===== src/pbm_pkg.sv =====
// Package: register map, field layout and reset values of the PHY mode regs
package pbm_pkg;

    // Register indices as printed; byte address is four times the index
    localparam logic [7:0]  CTRL_IDX     = 8'h62;
    localparam logic [7:0]  STAT_IDX     = 8'h64;
    localparam logic [7:0]  ADV_IDX      = 8'h66;
    localparam int          ADDR_W       = 12;
    localparam int          DATA_W       = 32;
    localparam int          REG_W        = 16;

    // Control register field positions
    localparam int          CTRL_RESET   = 15;
    localparam int          CTRL_SPEED   = 13;
    localparam int          CTRL_ANE     = 12;
    localparam int          CTRL_RESTART = 9;
    localparam int          CTRL_DUPLEX  = 8;

    // Status register field positions
    localparam int          STAT_T4      = 15;
    localparam int          STAT_ABIL_HI = 14;
    localparam int          STAT_ABIL_LO = 11;
    localparam int          STAT_AN_DONE = 5;
    localparam int          STAT_RFAULT  = 4;
    localparam int          STAT_LHIST   = 3;
    localparam int          STAT_LINK    = 2;
    localparam int          STAT_JABBER  = 1;
    localparam int          STAT_EXTCAP  = 0;
    localparam logic [3:0]  ABIL_VALUE   = 4'hF;

    // Advertisement register field positions
    localparam int          ADV_NEXTPG   = 15;
    localparam int          ADV_ACK      = 14;
    localparam int          ADV_RFAULT   = 13;
    localparam int          ADV_PAUSE    = 10;
    localparam int          ADV_T4       = 9;
    localparam int          ADV_ABIL_HI  = 8;
    localparam int          ADV_ABIL_LO  = 5;
    localparam int          ADV_SEL_HI   = 4;
    localparam int          ADV_SEL_LO   = 0;
    localparam logic [3:0]  ADV_ABIL_RST = 4'hF;
    localparam logic [4:0]  ADV_SEL_RST  = 5'h01;

    // Width of the bundle of pin inputs passed through the synchroniser
    localparam int          SYNC_W       = 11;

    // Auto-negotiation sequencer states, one-hot
    typedef enum logic [2:0] {
        PBM_AN_OFF  = 3'h1,
        PBM_AN_RUN  = 3'h2,
        PBM_AN_DONE = 3'h4
    } pbm_an_state_t;

endpackage


===== src/pbm_regs.sv =====
// PHY basic mode control, status and advertisement registers on APB
// Function
// RQ1 - Software reset restores defaults, then self-clears
// RQ2 - Speed bit: one 100 Mbps, zero 10
// RQ3 - Speed, autoneg, duplex defaults from EEPROM
// RQ4 - Autoneg enabled ignores speed select bit
// RQ5 - Autoneg off: speed and duplex follow bits
// RQ6 - Restart bit begins new negotiation
// RQ7 - Duplex bit: one full, zero half
// RQ8 - Autoneg on: duplex reads resolved status
// RQ9 - Status ability bits are fixed constants
// RQ10 - Negotiation complete reads one when finished
// RQ11 - Remote fault sets, clears on status read
// RQ12 - Link history resets one, zero after fail
// RQ13 - Link status reads valid link
// RQ14 - Jabber status reads jabber condition
// RQ15 - Extended capability reads constant one
// RQ16 - Next page and acknowledge read zero
// RQ17 - Remote fault advertise writable, resets zero
// RQ18 - Pause advertise read-only, EEPROM default
// RQ19 - Four-pair advertise reads zero, never offered
// RQ20 - Four ability advertise bits writable, reset one
// RQ21 - Selector field resets to CSMA/CD code
// RQ22 - Restart bit self-clears once negotiation begins
//
// Design decision made here: the APB register port.
`timescale 1ns/1ps

module pbm_regs (
    input  wire logic                       pclk,
    input  wire logic                       presetn,
    input  wire logic                       psel,
    input  wire logic                       penable,
    input  wire logic                       pwrite,
    input  wire logic [pbm_pkg::ADDR_W-1:0] paddr,
    input  wire logic [pbm_pkg::DATA_W-1:0] pwdata,
    output logic      [pbm_pkg::DATA_W-1:0] prdata,
    output logic                            pready,
    output logic                            pslverr,
    input  wire logic                       link_ok_in,
    input  wire logic                       jabber_in,
    input  wire logic                       remote_fault_in,
    input  wire logic                       an_done_in,
    input  wire logic                       res_speed_100_in,
    input  wire logic                       res_full_duplex_in,
    input  wire logic                       ee_load_done_in,
    input  wire logic                       ee_speed_100_in,
    input  wire logic                       ee_autoneg_in,
    input  wire logic                       ee_full_duplex_in,
    input  wire logic                       ee_pause_in,
    output logic                            speed_100,
    output logic                            full_duplex,
    output logic                            autoneg_active,
    output logic                            autoneg_restart,
    output logic                            phy_soft_reset,
    output logic      [pbm_pkg::REG_W-1:0]  adv_word
);

    // Byte address of a register index, compared against the bus address
    function automatic logic pbm_hit(input logic [pbm_pkg::ADDR_W-1:0] a,
                                     input logic [7:0] idx);
        pbm_hit = (a == {2'h0, idx, 2'h0});
    endfunction

    // Two-stage synchroniser for all pin inputs
    logic [pbm_pkg::SYNC_W-1:0] sync1_reg;
    logic [pbm_pkg::SYNC_W-1:0] sync2_reg;
    logic                       ee_done_d_reg;

    always_ff @(posedge pclk or negedge presetn) begin
        if (!presetn) begin
            sync1_reg     <= '0;
            sync2_reg     <= '0;
            ee_done_d_reg <= 1'b0;
        end else begin
            sync1_reg     <= {link_ok_in, jabber_in, remote_fault_in,
                              an_done_in, res_speed_100_in,
                              res_full_duplex_in, ee_load_done_in,
                              ee_speed_100_in, ee_autoneg_in,
                              ee_full_duplex_in, ee_pause_in};
            sync2_reg     <= sync1_reg;
            ee_done_d_reg <= sync2_reg[4];
        end
    end

    // Named views of synchronised inputs
    wire link_s    = sync2_reg[10];
    wire jabber_s  = sync2_reg[9];
    wire rfault_s  = sync2_reg[8];
    wire an_done_s = sync2_reg[7];
    wire res_spd_s = sync2_reg[6];
    wire res_dup_s = sync2_reg[5];
    wire ee_done_s = sync2_reg[4];
    wire ee_spd_s  = sync2_reg[3];
    wire ee_ane_s  = sync2_reg[2];
    wire ee_dup_s  = sync2_reg[1];
    wire ee_pau_s  = sync2_reg[0];
    wire ee_load   = ee_done_s & ~ee_done_d_reg;

    // Bus decode and transfer strobes
    wire hit_ctrl = pbm_hit(paddr, pbm_pkg::CTRL_IDX);
    wire hit_stat = pbm_hit(paddr, pbm_pkg::STAT_IDX);
    wire hit_adv  = pbm_hit(paddr, pbm_pkg::ADV_IDX);
    wire hit_any  = hit_ctrl | hit_stat | hit_adv;
    wire access   = psel & penable & ~pready;
    wire fire     = psel & penable & pready;
    wire wr_fire  = fire & pwrite & ~pslverr;
    wire rd_fire  = fire & ~pwrite & ~pslverr;
    wire wr_ctrl  = wr_fire & hit_ctrl;
    wire wr_adv   = wr_fire & hit_adv;
    wire rd_stat  = rd_fire & hit_stat;
    wire sw_reset = wr_ctrl & pwdata[pbm_pkg::CTRL_RESET];

    // Register state
    logic                  spd_reg;
    logic                  ane_reg;
    logic                  dup_reg;
    logic                  restart_reg;
    logic                  dflt_spd_reg;
    logic                  dflt_ane_reg;
    logic                  dflt_dup_reg;
    logic                  pause_reg;
    logic                  rfadv_reg;
    logic [3:0]            abil_reg;
    logic [4:0]            sel_reg;
    logic                  rfault_reg;
    logic                  lhist_reg;
    pbm_pkg::pbm_an_state_t an_state_reg;
    pbm_pkg::pbm_an_state_t an_state_next;

    // Negotiation kick: fresh enable or restart request
    wire an_kick = ane_reg & (restart_reg | an_state_reg == pbm_pkg::PBM_AN_OFF);

    // EEPROM defaults caught after reset release
    always_ff @(posedge pclk or negedge presetn) begin
        if (!presetn) begin
            dflt_spd_reg <= 1'b0;
            dflt_ane_reg <= 1'b0;
            dflt_dup_reg <= 1'b0;
            pause_reg    <= 1'b0;
        end else if (ee_load) begin
            dflt_spd_reg <= ee_spd_s;   // see RQ3
            dflt_ane_reg <= ee_ane_s;   // see RQ3
            dflt_dup_reg <= ee_dup_s;   // see RQ3
            pause_reg    <= ee_pau_s;   // see RQ18
        end
    end

    // Control register; soft reset wins over any other field
    always_ff @(posedge pclk or negedge presetn) begin
        if (!presetn) begin
            spd_reg     <= 1'b0;
            ane_reg     <= 1'b0;
            dup_reg     <= 1'b0;
            restart_reg <= 1'b0;
        end else if (sw_reset) begin
            spd_reg     <= dflt_spd_reg;   // see RQ1
            ane_reg     <= dflt_ane_reg;   // see RQ1
            dup_reg     <= dflt_dup_reg;   // see RQ1
            restart_reg <= 1'b0;
        end else if (ee_load) begin
            spd_reg     <= ee_spd_s;   // see RQ3
            ane_reg     <= ee_ane_s;   // see RQ3
            dup_reg     <= ee_dup_s;   // see RQ3
        end else if (wr_ctrl) begin
            spd_reg     <= pwdata[pbm_pkg::CTRL_SPEED];
            ane_reg     <= pwdata[pbm_pkg::CTRL_ANE];
            dup_reg     <= pwdata[pbm_pkg::CTRL_DUPLEX];
            restart_reg <= pwdata[pbm_pkg::CTRL_RESTART]; // see RQ6
        end else if (an_kick | ~ane_reg) begin
            restart_reg <= 1'b0;   // see RQ22
        end
    end

    // Advertisement register writable fields
    always_ff @(posedge pclk or negedge presetn) begin
        if (!presetn) begin
            rfadv_reg <= 1'b0;
            abil_reg  <= pbm_pkg::ADV_ABIL_RST;
            sel_reg   <= pbm_pkg::ADV_SEL_RST;
        end else if (sw_reset) begin
            rfadv_reg <= 1'b0;                  // see RQ17
            abil_reg  <= pbm_pkg::ADV_ABIL_RST; // see RQ20
            sel_reg   <= pbm_pkg::ADV_SEL_RST;  // see RQ21
        end else if (wr_adv) begin
            rfadv_reg <= pwdata[pbm_pkg::ADV_RFAULT];
            abil_reg  <= pwdata[pbm_pkg::ADV_ABIL_HI:pbm_pkg::ADV_ABIL_LO];
            sel_reg   <= pwdata[pbm_pkg::ADV_SEL_HI:pbm_pkg::ADV_SEL_LO];
        end
    end

    // Sticky status: event wins over clear-on-read
    always_ff @(posedge pclk or negedge presetn) begin
        if (!presetn) begin
            rfault_reg <= 1'b0;
            lhist_reg  <= 1'b1;
        end else if (sw_reset) begin
            rfault_reg <= 1'b0;
            lhist_reg  <= 1'b1;
        end else begin
            rfault_reg <= rfault_s | (rfault_reg & ~rd_stat); // see RQ11
            lhist_reg  <= link_s & (lhist_reg | rd_stat);     // see RQ12
        end
    end

    // Auto-negotiation sequencer next state
    always_comb begin
        an_state_next = an_state_reg;
        case (an_state_reg)
            pbm_pkg::PBM_AN_OFF: begin
                if (an_kick) an_state_next = pbm_pkg::PBM_AN_RUN;
            end
            pbm_pkg::PBM_AN_RUN: begin
                if (!ane_reg) an_state_next = pbm_pkg::PBM_AN_OFF;
                else if (restart_reg) an_state_next = pbm_pkg::PBM_AN_RUN;
                else if (an_done_s) an_state_next = pbm_pkg::PBM_AN_DONE;
            end
            pbm_pkg::PBM_AN_DONE: begin
                if (!ane_reg) an_state_next = pbm_pkg::PBM_AN_OFF;
                else if (an_kick) an_state_next = pbm_pkg::PBM_AN_RUN;
            end
            default: an_state_next = pbm_pkg::PBM_AN_OFF;
        endcase
    end

    // Sequencer state register; soft reset aborts negotiation
    always_ff @(posedge pclk or negedge presetn) begin
        if (!presetn) an_state_reg <= pbm_pkg::PBM_AN_OFF;
        else if (sw_reset) an_state_reg <= pbm_pkg::PBM_AN_OFF;
        else an_state_reg <= an_state_next; // see RQ4
    end

    wire an_complete = (an_state_reg == pbm_pkg::PBM_AN_DONE);

    // Read data assembly
    logic [pbm_pkg::REG_W-1:0] ctrl_rd;
    logic [pbm_pkg::REG_W-1:0] stat_rd;
    logic [pbm_pkg::REG_W-1:0] adv_rd;

    always_comb begin
        ctrl_rd = '0;
        ctrl_rd[pbm_pkg::CTRL_SPEED]   = spd_reg;
        ctrl_rd[pbm_pkg::CTRL_ANE]     = ane_reg;
        ctrl_rd[pbm_pkg::CTRL_RESTART] = restart_reg;
        ctrl_rd[pbm_pkg::CTRL_DUPLEX]  = ane_reg ? res_dup_s : dup_reg; // see RQ8
        stat_rd = '0;
        stat_rd[pbm_pkg::STAT_ABIL_HI:pbm_pkg::STAT_ABIL_LO] =
            pbm_pkg::ABIL_VALUE;                       // see RQ9
        stat_rd[pbm_pkg::STAT_AN_DONE] = an_complete;  // see RQ10
        stat_rd[pbm_pkg::STAT_RFAULT]  = rfault_reg;
        stat_rd[pbm_pkg::STAT_LHIST]   = lhist_reg;
        stat_rd[pbm_pkg::STAT_LINK]    = link_s;       // see RQ13
        stat_rd[pbm_pkg::STAT_JABBER]  = jabber_s;     // see RQ14
        stat_rd[pbm_pkg::STAT_EXTCAP]  = 1'b1;         // see RQ15
        adv_rd = '0;                                   // see RQ16 RQ19
        adv_rd[pbm_pkg::ADV_RFAULT] = rfadv_reg;
        adv_rd[pbm_pkg::ADV_PAUSE]  = pause_reg;
        adv_rd[pbm_pkg::ADV_ABIL_HI:pbm_pkg::ADV_ABIL_LO] = abil_reg;
        adv_rd[pbm_pkg::ADV_SEL_HI:pbm_pkg::ADV_SEL_LO]   = sel_reg;
    end

    wire [pbm_pkg::REG_W-1:0] rd_mux = hit_ctrl ? ctrl_rd :
                                       hit_stat ? stat_rd :
                                       hit_adv  ? adv_rd  : '0;

    // APB answer: one wait state, error on unmapped address
    always_ff @(posedge pclk or negedge presetn) begin
        if (!presetn) begin
            pready  <= 1'b0;
            pslverr <= 1'b0;
            prdata  <= '0;
        end else begin
            pready  <= access;
            pslverr <= access & ~hit_any;
            if (access & ~pwrite) prdata <= {16'h0000, rd_mux};
        end
    end

    // Link-side outputs, all registered
    always_ff @(posedge pclk or negedge presetn) begin
        if (!presetn) begin
            speed_100       <= 1'b0;
            full_duplex     <= 1'b0;
            autoneg_active  <= 1'b0;
            autoneg_restart <= 1'b0;
            phy_soft_reset  <= 1'b0;
            adv_word        <= '0;
        end else begin
            speed_100       <= ane_reg ? res_spd_s : spd_reg; // see RQ2 RQ5
            full_duplex     <= ane_reg ? res_dup_s : dup_reg; // see RQ5 RQ7
            autoneg_active  <= ane_reg;
            autoneg_restart <= an_kick & ~sw_reset;           // see RQ6
            phy_soft_reset  <= sw_reset;                      // see RQ1
            adv_word        <= adv_rd;                        // see RQ17 RQ20
        end
    end

    // Checks on the block's own behaviour
    a_soft_reset_load: assert property (@(posedge pclk) disable iff (!presetn)
        sw_reset |=> spd_reg == $past(dflt_spd_reg) && !restart_reg
            && ane_reg == $past(dflt_ane_reg) && phy_soft_reset) // see RQ1
        else $error("soft reset did not restore control defaults");

    a_speed_forced: assert property (@(posedge pclk) disable iff (!presetn)
        !ane_reg |=> speed_100 == $past(spd_reg)) // see RQ2
        else $error("forced speed does not follow speed bit");

    a_speed_autoneg: assert property (@(posedge pclk) disable iff (!presetn)
        ane_reg |=> speed_100 == $past(res_spd_s)) // see RQ4
        else $error("negotiated speed not taken from resolution");

    a_duplex_forced: assert property (@(posedge pclk) disable iff (!presetn)
        !ane_reg |=> full_duplex == $past(dup_reg)) // see RQ7
        else $error("forced duplex does not follow duplex bit");

    a_restart_kick: assert property (@(posedge pclk) disable iff (!presetn)
        ane_reg && restart_reg && !sw_reset |=> autoneg_restart
            && an_state_reg == pbm_pkg::PBM_AN_RUN) // see RQ6
        else $error("restart did not start negotiation");

    a_restart_clear: assert property (@(posedge pclk) disable iff (!presetn)
        ane_reg && restart_reg && !wr_ctrl |=> !restart_reg) // see RQ22
        else $error("restart bit did not clear itself");

    a_dup_readback: assert property (@(posedge pclk) disable iff (!presetn)
        access && !pwrite && hit_ctrl && ane_reg
            |=> prdata[pbm_pkg::CTRL_DUPLEX] == $past(res_dup_s)) // see RQ8
        else $error("duplex read does not show resolved status");

    a_stat_consts: assert property (@(posedge pclk) disable iff (!presetn)
        access && !pwrite && hit_stat |=> prdata[15:11] == 5'h0F
            && prdata[pbm_pkg::STAT_EXTCAP]) // see RQ9
        else $error("status ability constants wrong");

    a_rfault_clear: assert property (@(posedge pclk) disable iff (!presetn)
        rd_stat && !rfault_s |=> !rfault_reg) // see RQ11
        else $error("remote fault not cleared on read");

    a_link_history: assert property (@(posedge pclk) disable iff (!presetn)
        !link_s && !sw_reset |=> !lhist_reg ##1 (lhist_reg || !rd_stat
            || !link_s || $past(rd_stat))) // see RQ12
        else $error("link fail history not latched");

    a_adv_fixed: assert property (@(posedge pclk) disable iff (!presetn)
        adv_word[pbm_pkg::ADV_NEXTPG] == 1'b0 && adv_word[pbm_pkg::ADV_T4]
            == 1'b0 && adv_word[pbm_pkg::ADV_ACK] == 1'b0) // see RQ16
        else $error("fixed advertise bits not zero");

    a_an_complete: assert property (@(posedge pclk) disable iff (!presetn)
        an_state_reg == pbm_pkg::PBM_AN_RUN && ane_reg && !restart_reg
            && an_done_s && !sw_reset |=> an_complete) // see RQ10
        else $error("negotiation complete not reported");

    // Main scenarios
    c_soft_reset: cover property (@(posedge pclk) disable iff (!presetn)
        sw_reset ##1 phy_soft_reset);
    c_restart_done: cover property (@(posedge pclk) disable iff (!presetn)
        autoneg_restart ##[1:40] an_complete);
    c_rfault_read: cover property (@(posedge pclk) disable iff (!presetn)
        rfault_reg && rd_stat);

endmodule // pbm_regs


===== config.mk =====
export PLATFORM = sky130hd
export DESIGN_NAME = pbm_regs
export DESIGN_NICKNAME = d
export VERILOG_FILES = /design/src/pbm_pkg.sv /design/src/pbm_regs.sv
export SDC_FILE = /design/constraint.sdc
export NUM_CORES = 1
export LEC_CHECK = 0
export BUFFER_PORTS_ARGS = -buffer_cell sky130_fd_sc_hd__clkbuf_2
export CAP_MARGIN = 20
export CORE_ASPECT_RATIO = 0.6
export CORE_MARGIN = 2
export CORE_UTILIZATION = 41
export CTS_CLUSTER_DIAMETER = 120
export CTS_CLUSTER_SIZE = 24
export DETAILED_ROUTE_END_ITERATION = 7
export GPL_ROUTABILITY_DRIVEN = 0
export GPL_TIMING_DRIVEN = 1
export HOLD_SLACK_MARGIN = 0.03
export PLACE_DENSITY = 0.68
export SLEW_MARGIN = 20
export SYNTH_ARGS = -nofsm -noshare
export SYNTH_HDL_FRONTEND = slang
export SYNTH_SLANG_ARGS = --single-unit

===== constraint.sdc =====
create_clock -name pclk -period 1.7 [get_ports pclk]
set_input_delay 0.255 -clock pclk [delete_from_list [all_inputs] [get_ports pclk]]
set_output_delay 0.255 -clock pclk [all_outputs]
set_load 0.01 [all_outputs]

==> results by stage, run 1 <==
Outcome:
- The run finished with clean final reports.

Critical path:
- The largest individual stage delay along the critical path comes from the cell sky130_fd_sc_hd__or4b_4.
- STA classifies the critical path endpoint as a register.
- In this design, the largest share of critical-path delay is due to simple AND/OR/NAND/NOR gates.
- The delay of the slowest critical-path stage is 0.61 ns.
- The critical path goes through clkbuf_2, or4b_4, or4_4, nor2_4, nor3b_1.
- For the worst setup path, the data arrival time is 1.79 ns.
- The count of buffering cells on the critical path with inverters included is 1.
- STA classifies the critical path startpoint as an input pin.
- The maximum fanout count along the critical path is 6.
- STA puts the critical path data required time at 1.91 ns.
- The critical path class is in -> reg.

Logic synthesis:
- The post-synth design cell area is 3190 um^2.
- Counting flops and latches in the post-synthesis netlist gives 78.
- Among all flip-flop cells after synthesis, the most frequent one is sky130_fd_sc_hd__dfrtp_1.
- The share of synthesized flip-flops with an asynchronous set or reset is 1.00.
- The average instance in the mapped netlist occupies 11.4 um^2.
- Sorting the synthesized cells by how often they occur yields sky130_fd_sc_hd__dfrtp_1 (71), sky130_fd_sc_hd__nand2_1 (24), sky130_fd_sc_hd__buf_4 (23).
- Of the total synthesized cell area, the portion taken by AND, OR, NAND and NOR gates is 0.191.
- The sequential area share after synthesis is 0.615.
- The number of warning messages in the yosys log is 0.
- The most area-hungry cell type in the Yosys netlist is sky130_fd_sc_hd__dfrtp_1.
- The area fraction in compound gates after synthesis is 0.106.
- The portion of netlist area occupied by mux cells is 0.0106.
- By area the synthesized netlist is led by sky130_fd_sc_hd__dfrtp_1 (56%), sky130_fd_sc_hd__dfstp_2 (5.8%), sky130_fd_sc_hd__buf_4 (5.4%).
- The share of synthesized cell area in full adder, half adder and majority cells is 0.
- Synthesis instantiated 47 different standard cells from the library.
- sky130_fd_sc_hd__dfrtp_1 is the most common cell in the netlist.
- Of the total synthesized cell area, the portion taken by XOR and XNOR cells is 0.00275.
- The combinational family with the most area after synthesis is simple AND/OR/NAND/NOR gates.
- Of the post-synthesis cell area, the dominant cell type holds 0.558.
- The number of instances in the synthesized netlist is 279.
- Yosys mapped a number of flops with a built-in enable equal to 0.

Drt:
- The via count normalized by instance count is 4.85.
- The number of DRC markers in iteration 0 is 124.
- The number of detailed-routing iterations run before antenna repair is 4.
- The count of nets left with antenna violations once routing finished came out at 0.
- The routed design has 7.42 mm of wire.
- The average wire length per cell after detail routing is 14.8 um.
- The DRC violation count after routing is 0.
- The detailed-route via count is 2,426.

Timing:
- Clock skew on the completed layout was measured at 0.00666 ns.
- The number of setup violations in the final report is 0.
- In the final timing run, aggregate negative setup slack is 0 ns.
- The number of hold-slack violations in the final timing report was 0.
- The fmax is 634 MHz.
- Counting I/O delays and the setup requirement, the final critical path takes 1.58 ns.
- The total count of max-transition violations in the final report was 0.
- In the finished design, the share of the clock period the worst path needs comes to 0.928.
- The final worst setup slack is 0.122 ns.
- Setup repair after global routing left no endpoint under its margin.

Pwr:
- Overall power consumption after layout is estimated at 0.00464 W.
- The share of total power dissipated in combinational logic is 0.097.
- Internal power comes to 0.00361 W.
- The share of total power dissipated in the clock network is 0.462.
- Summed over all cells, the static leakage comes to 2.09 nW.
- The worst IR drop on VDD is 462 uV.
- For this design the ratio of total power to cell area is 1090 nW/um^2.
- The register share of total power is 0.441.
- The analysis attributes to net switching a power of 0.00103 W.
- The fraction of power spent switching nets is 0.223.

Clocking:
- The number of buffers inserted during clock tree synthesis is 9.
- The CTS tree is done.
- The number of buffers between clock root and the deepest sink is 2.
- The post-cts resize count is 0.
- The clock drives 78 sinks.
- After clock tree synthesis, the clock-pin slew on the worst setup and hold paths is 0.06 ns.
- The latest clock arrival within the worst-skew pair is 0.33 ns.
- The number of levels the H-tree was split into is 3.
- The cell at the root of the clock tree is sky130_fd_sc_hd__clkbuf_16.

Global route:
- Entering global routing, the biggest net connects 38 pins.
- For this run the aggregate overflow at the end of global routing stands at 0.
- The via count of the first global-routing pass is 2,313.
- The initial antenna violation count came to 0.
- The first global-routing pass estimated 11.9 mm of wire.
- For this run, the total global-route usage over all layers was measured as 0.186.

Hold path:
- The tightest min-delay check is of the in -> reg type.

Die:
- The area enclosed by the die boundary is 8520 um^2.
- For this configuration, the core starts out at a cell density of 0.431.
- The vertical die dimension is 72.3 um.
- The core area is 7390 um^2.
- The number of ports placed on the die boundary is 115.
- The cell row count is 24.
- The die is 118 um wide.

Placement:
- The post-DP HPWL is 5.44 mm.
- The worst slack after detailed placement is -0.227 ns.
- The total of buffers placed on input and output ports is 73.

Job:
- The max-cap check violation count is 0.

Finish:
- From synthesis to final layout, the design area changed by 34.0%.
- The most flop-heavy register is prdata.
- The register with the most flip-flops in the layout has 14 of them.
- In the final layout, the share of cells above drive strength 1 is 0.351.
- The total inserted antenna cells is 0.
- Counting the fill cells in the layout gives 647.
- For this run, the post-layout net count is 451.
[final timing paths]
path | slack, ns | cells after the start | from | endpoint
worst max register to register | 0.14 | 5 | pready$_DFF_PN0_ | sel_reg[2]$_DFFE_PN0P_
worst min-delay path | 0.12 | 2 | pwdata[15] | restart_reg$_DFFE_PN0P_
worst min register to register | 0.34 | 0 | sync1_reg[4]$_DFF_PN0_ | sync2_reg[4]$_DFF_PN0_
worst max-delay path | 0.12 | 5 | paddr[9] | autoneg_restart$_DFF_PN0_
min in group asynchronous | 0.42 | 2 | presetn | adv_word[10]$_DFF_PN0_
max in group asynchronous | 0.68 | 3 | presetn | abil_reg[3]$_DFFE_PN1P_
[logic make-up (layout without fill, tap and decap cells)]
| logic type | Yosys count | after routing |
|---|---|---|
| simple gates | 107 | 107 |
| flops | 78 | 78 |
| compound gates | 52 | 52 |
| buf+inv | 37 | 133 |
| mux | 3 | 3 |
| other cells | 1 | 22 |
| xor+xnor | 1 | 1 |
[power groups by stage]
stage                     Clock [W]  Sequential, W  Combinational (W)
after floorplan                   0        0.00208           0.000221
after global placement            0        0.00207           0.000418
after detailed placement          0        0.00208           0.000430
after CTS                   0.00218        0.00205           0.000453
after global routing        0.00226        0.00206           0.000498
final                       0.00215        0.00205           0.000450
[cell type report]
class	count	area [um^2]	share of cell area
Clock buffer	10	229	0.0536
Timing Repair Buffer	115	738	0.173
Inverter	2	7.51	0.00176
Sequential cell	78	1960	0.459
Tap cell	104	130	0.0305
Clock inverter	6	110	0.0258
Multi-Input combinational cell	185	1090	0.256
[layer usage]
metal	track usage	vias to the layer above	wire length, um
met4	0.0643	0	95
met3	0.0566	11	547
li1	-	1165	-
met1	0.284	1163	3700
met2	0.248	87	3080
met5	0	-	0
[metrics by stage]
| stage | utilization | area [um^2] | hold slack [ns] | cells |
|---|---|---|---|---|
| after floorplan | - | 3310 | -0.0406 | 300 |
| after global placement | 0.516 | 3810 | 0.242 | 472 |
| after detailed placement | 0.516 | 3810 | 0.252 | 472 |
| after CTS | 0.577 | 4260 | 0.0389 | 499 |
| after global routing | 0.578 | 4270 | 0.126 | 500 |
| final | 0.578 | 4270 | 0.121 | 500 |
[layout by cell type (no fill, tap or decap), types with 4 or more instances in the layout]
master | netlist | routed
sky130_fd_sc_hd__nor2b_1 | 4 | 4
sky130_fd_sc_hd__a221oi_1 | 8 | 8
sky130_fd_sc_hd__nand2b_1 | 4 | 4
sky130_fd_sc_hd__a21o_1 | 4 | 4
sky130_fd_sc_hd__a21oi_1 | 11 | 11
sky130_fd_sc_hd__conb_1 | 1 | 22
sky130_fd_sc_hd__o211ai_1 | 4 | 4
sky130_fd_sc_hd__dfstp_2 | 7 | 7
sky130_fd_sc_hd__nor3_1 | 6 | 5
sky130_fd_sc_hd__dlygate4sd3_1 | 0 | 12
sky130_fd_sc_hd__dfrtp_1 | 71 | 71
sky130_fd_sc_hd__o31ai_1 | 4 | 4
sky130_fd_sc_hd__nand2_1 | 24 | 24
sky130_fd_sc_hd__o21ai_0 | 11 | 4
sky130_fd_sc_hd__nand3_1 | 21 | 21
sky130_fd_sc_hd__buf_4 | 23 | 29
sky130_fd_sc_hd__clkbuf_2 | 1 | 72
sky130_fd_sc_hd__clkbuf_16 | 0 | 9
sky130_fd_sc_hd__o21ai_1 | 4 | 11
sky130_fd_sc_hd__nor2_1 | 16 | 16
sky130_fd_sc_hd__and2_1 | 7 | 7
[timing repair]
item	4_1_cts	5_1_grt
endpoints found under the hold margin	39	1
hold buffers	11	1
setup buffers	0	0
No activity file was read; power rests on OpenSTA's default activity.
==> inputs of run 2 (changes only) <==
--- a/config.mk
+++ b/config.mk
@@ -10,6 +10,7 @@
 export CORE_ASPECT_RATIO = 0.6
 export CORE_MARGIN = 2
 export CORE_UTILIZATION = 41
+export CTS_BUF_LIST = sky130_fd_sc_hd__clkbuf_4 sky130_fd_sc_hd__clkbuf_8
 export CTS_CLUSTER_DIAMETER = 120
 export CTS_CLUSTER_SIZE = 24
 export DETAILED_ROUTE_END_ITERATION = 7
==> run 2 against run 1 <==
- via count is 0.21% lower
- combinational power about the same
- clock skew shrank 0.00056 ns
- critical endpoint is now sel_reg[1]$_DFFE_PN0P_
- worst setup slack gained 0.0064 ns
- power is 11% lower
- global-route usage shrank 0.28 points
- fmax up 0.41%
- cell count unchanged
- sequential power barely moved
- clock-buffer cell count unchanged
==> results by stage, run 2 (synthesis gave the netlist of run 1 again) <==
Die:
- The number of ports placed on the die boundary is 115 (unchanged).
- The core area was 7390 um^2 (unchanged).
- The die width is 118 um (unchanged).
- The starting utilization of the core area is 0.431 (unchanged).
- The area enclosed by the die boundary came to 8520 um^2 (unchanged).
- The vertical die dimension came to 72.3 um (unchanged).
- The cell row count is 24 (unchanged).

Drt:
- The detailed-route via count is 2,421 (-0.21%).
- The average wire length per cell after detail routing is 14.7 um (-0.79%).
- The via count normalized by instance count came to 4.84 (-0.21%).
- The number of detailed-routing iterations run before antenna repair is 4 (unchanged).
- The number of DRC markers in iteration 0 is 104 (-16%).
- The post-detailed-routing wire length came to 7.36 mm (-0.79%).
- The final antenna-violating net count is 0 (unchanged).
- The DRC violation count after routing was 0 (unchanged).

Timing:
- The number of hold-slack violations in the final timing report is 0 (unchanged).
- The total count of max-transition violations in the final report is 0 (unchanged).
- The number of setup violations in the final report was 0 (unchanged).
- The fmax was 636 MHz (+0.41%).
- Setup repair after global routing left no endpoint under its margin.
- The final setup skew is 0.00611 ns (-0.000559 ns).
- The minimum clock period is 1.57 ns (-0.00644 ns).
- The sum of negative setup slack came to 0 ns (unchanged).
- The post-route fraction of the period consumed by the critical path is 0.924 (-0.00379).
- The worst slack on hold paths is 0.103 ns (-0.0179 ns).

Critical path:
- The critical path startpoint category is a register.
- The maximum fanout count along the critical path is 8 (+2).
- The data required time at the worst endpoint is 1.97 ns (+0.06 ns).
- The library cell contributing the largest single delay on the critical path is sky130_fd_sc_hd__dfrtp_1.
- By startpoint and endpoint, the worst setup path is classified as reg -> reg.
- The category of cells accounting for the largest share of critical-path delay is simple AND/OR/NAND/NOR gates.
- The data arrival at the endpoint of the critical path came to 1.84 ns (+0.05 ns).
- The delay of the slowest critical-path stage came to 0.43 ns (-0.18 ns).
- The count of buffering cells on the critical path with inverters included was 1 (unchanged).
- The critical path goes through and4b_1, and2_1, buf_4, nand3_1, a21oi_1.
- STA classifies the critical path endpoint as a register.

Finish:
- The area growth from synthesis to layout is 30.9%.
- The number of nets in the layout is 451 (unchanged).
- The total inserted antenna cells came to 0 (unchanged).
- The most flop-heavy register is prdata.
- The ratio of cells with drive above 1 in the final layout is 0.354 (+0.00253).
- The number of flip-flops under the largest register name is 14 (unchanged).
- The leading cell type in the layout, fill and taps excluded is sky130_fd_sc_hd__clkbuf_2.
- Leaving out fill and tap cells, the most frequent cells in the layout are sky130_fd_sc_hd__clkbuf_2 (72), sky130_fd_sc_hd__dfrtp_1 (71), sky130_fd_sc_hd__buf_4 (29).
- The final design utilization is 0.565 (-0.0132).

Clocking:
- The CTS tree is done.
- The count of hold-fix buffers inserted at cts is 12 (+1).
- The post-cts resize count is 0 (unchanged).
- The clock-pin transition on the worst setup and hold timing paths was 0.07 ns (about the same).
- The number of levels the H-tree was split into is 3 (unchanged).
- The latest clock arrival within the worst-skew pair is 0.34 ns (about the same).
- The total number of clock tree sinks is 78 (unchanged).
- In this run the clock root is driven by a sky130_fd_sc_hd__clkbuf_8.
- The number of buffers between clock root and the deepest sink is 2 (unchanged).
- The number of buffers inserted during clock tree synthesis is 9 (unchanged).
- The number of buffers inserted to repair setup after CTS is 0 (unchanged).

Pwr:
- The worst IR drop on VDD is 427 uV (-7.6%).
- The total power is 0.00413 W (-11%).
- The leakage power came to 2.05 nW (-2.0%).
- The power per cell area is 990 nW/um^2 (-9.0%).

Global route:
- The pin count of the biggest net entering global routing came to 38 (unchanged).
- The overall overflow remaining after global route is 0 (unchanged).
- The initial antenna violation count is 0 (unchanged).
- The overall track demand over capacity in global routing is 0.183 (-0.00285).
- The global-route wire length before repair is 11.8 mm (-0.46%).
- The via count of the first global-routing pass came to 2,327 (+0.61%).

Job:
- The max-cap check violation count came to 0 (unchanged).

Hold path:
- The worst hold path belongs to the class in -> reg.

Placement:
- The total of buffers placed on input and output ports is 73 (unchanged).
- The post-DP HPWL is 5.44 mm (unchanged).

Outcome:
- The flow ran to the end, and the final reports show no timing, DRC or antenna violations.
[run 2: cell counts in the layout (fill, tap and decap cells not counted)]
Identical to the previous run, type by type.
[run 2: power by group]
group | internal [W] | switching, W
registers | 0.00197 | 0.0000718
clock network | 0.000989 | 0.000649
logic | 0.000206 | 0.000244
[run 2: final timing paths]
check | from | end | slack [ns] | cells after the start
max | pready$_DFF_PN0_ | sel_reg[1]$_DFFE_PN0P_ | 0.13 | 5
min | pwdata[15] | restart_reg$_DFFE_PN0P_ | 0.10 | 2
max reg2reg | pready$_DFF_PN0_ | sel_reg[1]$_DFFE_PN0P_ | 0.13 | 5
min reg2reg | sync1_reg[4]$_DFF_PN0_ | sync2_reg[4]$_DFF_PN0_ | 0.35 | 0
max in group asynchronous | presetn | prdata[0]$_DFFE_PN0P_ | 0.69 | 3
min in group asynchronous | presetn | adv_word[10]$_DFF_PN0_ | 0.41 | 2
[run 2: area by class of cell]
cell class | count | area (um^2)
clock inverters | 6 | 110
inverters | 2 | 7.51
flip-flops and latches | 78 | 1960
clock buffers | 10 | 131
repair buffers | 115 | 738
well taps | 104 | 130
multi-input cells | 185 | 1090
fillers | 653 | 3210
[run 2: stage by stage]
step	setup slack, ns	cells	cell area [um^2]
after CTS	0.145	500	4170
final	0.129	500	4170
after global placement	-0.216	472	3810
after global routing	0.0233	500	4170
after floorplan	-0.108	300	3310
after detailed placement	-0.227	472	3810
[run 2: layer usage]
metal	part of all wire	wire [um]	vias up	track usage
li1	-	-	1166	-
met1	0.50	3680	1151	0.279
met2	0.42	3100	100	0.250
met3	0.073	540	4	0.0542
met4	0.0052	38	0	0.0562
met5	0	0	-	0
[run 2: worst register-to-register path: stages (launching register included)]
cell and delay (ns):
sky130_fd_sc_hd__dfrtp_1 0.43, sky130_fd_sc_hd__and4b_1 0.35, sky130_fd_sc_hd__and2_1 0.28, sky130_fd_sc_hd__buf_4 0.20, sky130_fd_sc_hd__nand3_1 0.09, sky130_fd_sc_hd__a21oi_1 0.14
==> inputs of run 3 (changes only) <==
--- a/config.mk
+++ b/config.mk
@@ -9,7 +9,7 @@
 export CAP_MARGIN = 20
 export CORE_ASPECT_RATIO = 0.6
 export CORE_MARGIN = 2
-export CORE_UTILIZATION = 41
+export CORE_UTILIZATION = 50
 export CTS_BUF_LIST = sky130_fd_sc_hd__clkbuf_4 sky130_fd_sc_hd__clkbuf_8
 export CTS_CLUSTER_DIAMETER = 120
 export CTS_CLUSTER_SIZE = 24
@@ -17,8 +17,9 @@
 export GPL_ROUTABILITY_DRIVEN = 0
 export GPL_TIMING_DRIVEN = 1
 export HOLD_SLACK_MARGIN = 0.03
-export PLACE_DENSITY = 0.68
+export PLACE_DENSITY = 0.8
 export SLEW_MARGIN = 20
 export SYNTH_ARGS = -nofsm -noshare
 export SYNTH_HDL_FRONTEND = slang
 export SYNTH_SLANG_ARGS = --single-unit
+export TNS_END_PERCENT = 1
==> constraint.sdc (replaced) <==
create_clock -name pclk -period 1.7 [get_ports pclk]
set_input_delay 0.085 -clock pclk [delete_from_list [all_inputs] [get_ports pclk]]
set_output_delay 0.085 -clock pclk [all_outputs]
set_load 0.01 [all_outputs]
==> run 3 against run 2 <==
- power up 8.1%
- sequential power barely moved
- critical path depth did not move
- via count rose by 3.3%
- clock-buffer cell count is 1 lower
- combinational power up 3%
- clock skew is 0.0027 ns higher
- die area is 17% lower
- wire length increased by 0.76%
- register-to-register slack got worse by 0.03 ns
==> results by stage, run 3 (synthesis gave the netlist of run 1 again) <==
Placement:
- The total cell area at the placement stage is 3670 um^2 (-3.7%).
- The number of placed instances, taps included came to 441 (-6.6%).
- The worst slack after detailed placement was -0.178 ns (+0.0494 ns).
- The post-DP HPWL came to 5.15 mm (-5.4%).
- The total of buffers placed on input and output ports is 73 (unchanged).

Timing:
- Setup repair after global routing left no endpoint under its margin.
- The final worst setup slack is 0.0953 ns (-0.0336 ns).
- The number of hold-slack violations in the final timing report is 0 (unchanged).
- The minimum clock period was 1.60 ns (+0.0336 ns).
- The post-route fraction of the period consumed by the critical path is 0.944 (+0.0198).
- The headroom to the max-slew limit is 0.644.
- The final setup skew is 0.00884 ns (+0.00273 ns).
- The number of setup violations in the final report was 0 (unchanged).
- The transition at the pin with the smallest max-transition slack is 0.527 ns.
- The total count of max-transition violations in the final report is 0 (unchanged).
- The fmax is 623 MHz (-2.1%).

Hold path:
- The path class of the lowest-slack min-delay path is in -> reg.
- The depth of the worst hold-timing path is 3 (+1).

Clocking:
- The number of levels the H-tree was split into came to 3 (unchanged).
- The clock-pin transition on the worst setup and hold timing paths is 0.08 ns (about the same).
- The number of buffers between clock root and the deepest sink is 2 (unchanged).
- The number of buffers inserted during clock tree synthesis is 9 (unchanged).
- The CTS tree is done.
- The total number of clock tree sinks is 78 (unchanged).
- The cell sitting at the root of the clock tree is a sky130_fd_sc_hd__clkbuf_8.
- The latest clock arrival within the worst-skew pair is 0.35 ns (about the same).

Finish:
- The final standard cell count with taps included and fillers excluded is 483 (-3.4%).
- The number of flip-flops under the largest register name is 14 (unchanged).
- The post-route cell area was 4230 um^2 (+1.4%).
- The ratio of cells with drive above 1 in the final layout is 0.328 (-0.0252).
- The total inserted antenna cells is 0 (unchanged).
- The area growth from synthesis to layout is 32.8%.
- The library cell used most frequently in the layout, excluding fill and tap cells, is sky130_fd_sc_hd__clkbuf_2.
- The number of nets in the layout is 454 (+0.67%).
- The most flop-heavy register is prdata.
- The library cells used most frequently in the layout, excluding fill and tap cells, are sky130_fd_sc_hd__clkbuf_2 (72), sky130_fd_sc_hd__dfrtp_1 (71), sky130_fd_sc_hd__dlygate4sd3_1 (26).

Critical path:
- The critical path capture point is sel_reg[2]$_DFFE_PN0P_.
- The slack of the worst reg-to-reg path is 0.1 ns (-0.03 ns).
- The data required time at the worst endpoint is 1.96 ns (about the same).
- The delay of the slowest critical-path stage is 0.43 ns (about the same).
- The depth of the worst register-to-register path is 5 (unchanged).
- The destination of the worst register-to-register timing path is sel_reg[2]$_DFFE_PN0P_.
- The maximum fanout count along the critical path is 9 (+1).
- The startpoint of the worst setup timing path is pready$_DFF_PN0_.
- The data arrival at the endpoint of the critical path is 1.86 ns (+0.02 ns).
- The worst setup path is captured at a register.
- The critical path startpoint category is a register.
- Walking the worst path, the cells encountered are and4b_2, and2_1, buf_4, nand3_1, a21oi_1.
- The critical path is of the reg -> reg type.
- Among all stages on the critical path, the largest delay is contributed by sky130_fd_sc_hd__dfrtp_1.
- The launching point of the worst reg2reg path is pready$_DFF_PN0_.

Drt:
- The post-route met1 wirelength came to 3.24 mm (-12%).
- The post-detailed-routing wire length came to 7.42 mm (+0.76%).
- The number of DRC markers in iteration 0 is 210 (+100%).
- The via count normalized by instance count was 5.18 (+6.9%).
- The detailed-route via count was 2,501 (+3.3%).
- The met2 layer wire length in the routed design is 3.40 mm (+9.4%).
- Routed signal wires occupy layers up through met4.
- The DRC violation count after routing is 0 (unchanged).
- The final antenna-violating net count was 0 (unchanged).
- The number of detailed-routing iterations run before antenna repair is 4 (unchanged).
- The average wire length per cell after detail routing is 15.4 um (+4.3%).
- The sum of met3 wire segment lengths after detailed routing is 701 um (+30%).

Global route:
- The overall overflow remaining after global route was 0 (unchanged).
- The pin count of the biggest net entering global routing came to 33 (-13%).
- The overall track demand over capacity in global routing is 0.239 (+0.0562).
- The via count of the first global-routing pass is 2,520 (+8.3%).
- The global-route wire length before repair is 12.5 mm (+5.9%).
- The initial antenna violation count is 0 (unchanged).

Pwr:
- The leakage power is 2.06 nW (+0.87%).
- The worst IR drop on VDD is 536 uV (+26%).
- The power per cell area is 1050 nW/um^2 (+6.5%).

Die:
- The vertical die dimension is 65.8 um (-8.9%).
- The cell row count is 22 (-8.3%).
- The area enclosed by the die boundary is 7050 um^2 (-17%).
- The core area is 6140 um^2 (-17%).
- The number of ports placed on the die boundary is 115 (unchanged).
- The die width is 107 um (-9.1%).
- The starting utilization of the core area was 0.519 (+0.0878).

Job:
- The max-cap check violation count is 0 (unchanged).

Outcome:
- The run finished with clean final reports.
[run 3: where the power goes]
part / internal [W] / switching [W] / total (W)
sequential: 0.00197 / 0.0000704 / 0.00204
combinational: 0.000216 / 0.000247 / 0.000463
clock: 0.00128 / 0.000677 / 0.00196
total: 0.00347 / 0.000994 / 0.00446
[run 3: stage by stage]
| step | hold WS (ns) | TNS, ns | util | total power (W) |
|---|---|---|---|---|
| after floorplan | -0.211 | -0.0644 | - | 0.00230 |
| after global placement | 0.0489 | -0.843 | 0.598 | 0.00247 |
| final | 0.0357 | 0 | 0.690 | 0.00446 |
| after CTS | 0.0635 | 0 | 0.690 | 0.00449 |
| after detailed placement | 0.0543 | -1.68 | 0.598 | 0.00249 |
| after global routing | 0.0425 | 0 | 0.690 | 0.00468 |
[run 3: worst min-delay path by stage]
stage / startpoint / end / slack [ns]
finish: paddr[1] / phy_soft_reset$_DFF_PN0_ / 0.04
global route: paddr[0] / phy_soft_reset$_DFF_PN0_ / 0.04
CTS: paddr[4] / prdata[0]$_DFFE_PN0P_ / 0.06
detailed placement: presetn / full_duplex$_DFF_PN0_ / 0.05
global placement: presetn / adv_word[10]$_DFF_PN0_ / 0.05
floorplan: presetn / adv_word[0]$_DFF_PN0_ / -0.21
[run 3: timing repair]
item                       CTS  global route
hold buffers                27             0
gates resized for setup      0             3
buffers inserted             0             0
hold endpoints to repair    83             0
setup endpoints to repair    0            10
[run 3: final cells by class]
| type | instances | area, um^2 |
|---|---|---|
| Sequential cell | 78 | 1960 |
| Multi-Input combinational cell | 185 | 1080 |
| Tap cell | 84 | 105 |
| Clock inverter | 7 | 169 |
| Inverter | 2 | 7.51 |
| Fill cell | 445 | 1910 |
| Timing Repair Buffer | 118 | 783 |
| Clock buffer | 9 | 124 |
[run 3: layer usage]
layer / GRT usage / up-vias
met1: 0.331 / 1190
met3: 0.0867 / 8
met2: 0.351 / 135
met4: 0.0795 / 0
met5: 0 / -
li1: - / 1168
[run 3: worst max-delay path, delay by kind of cell, from the launching register on]
family	cells	cell delay (ns)
compound gates	1	0.21
buf+inv	1	0.20
flops	1	0.43
simple gates	3	0.68
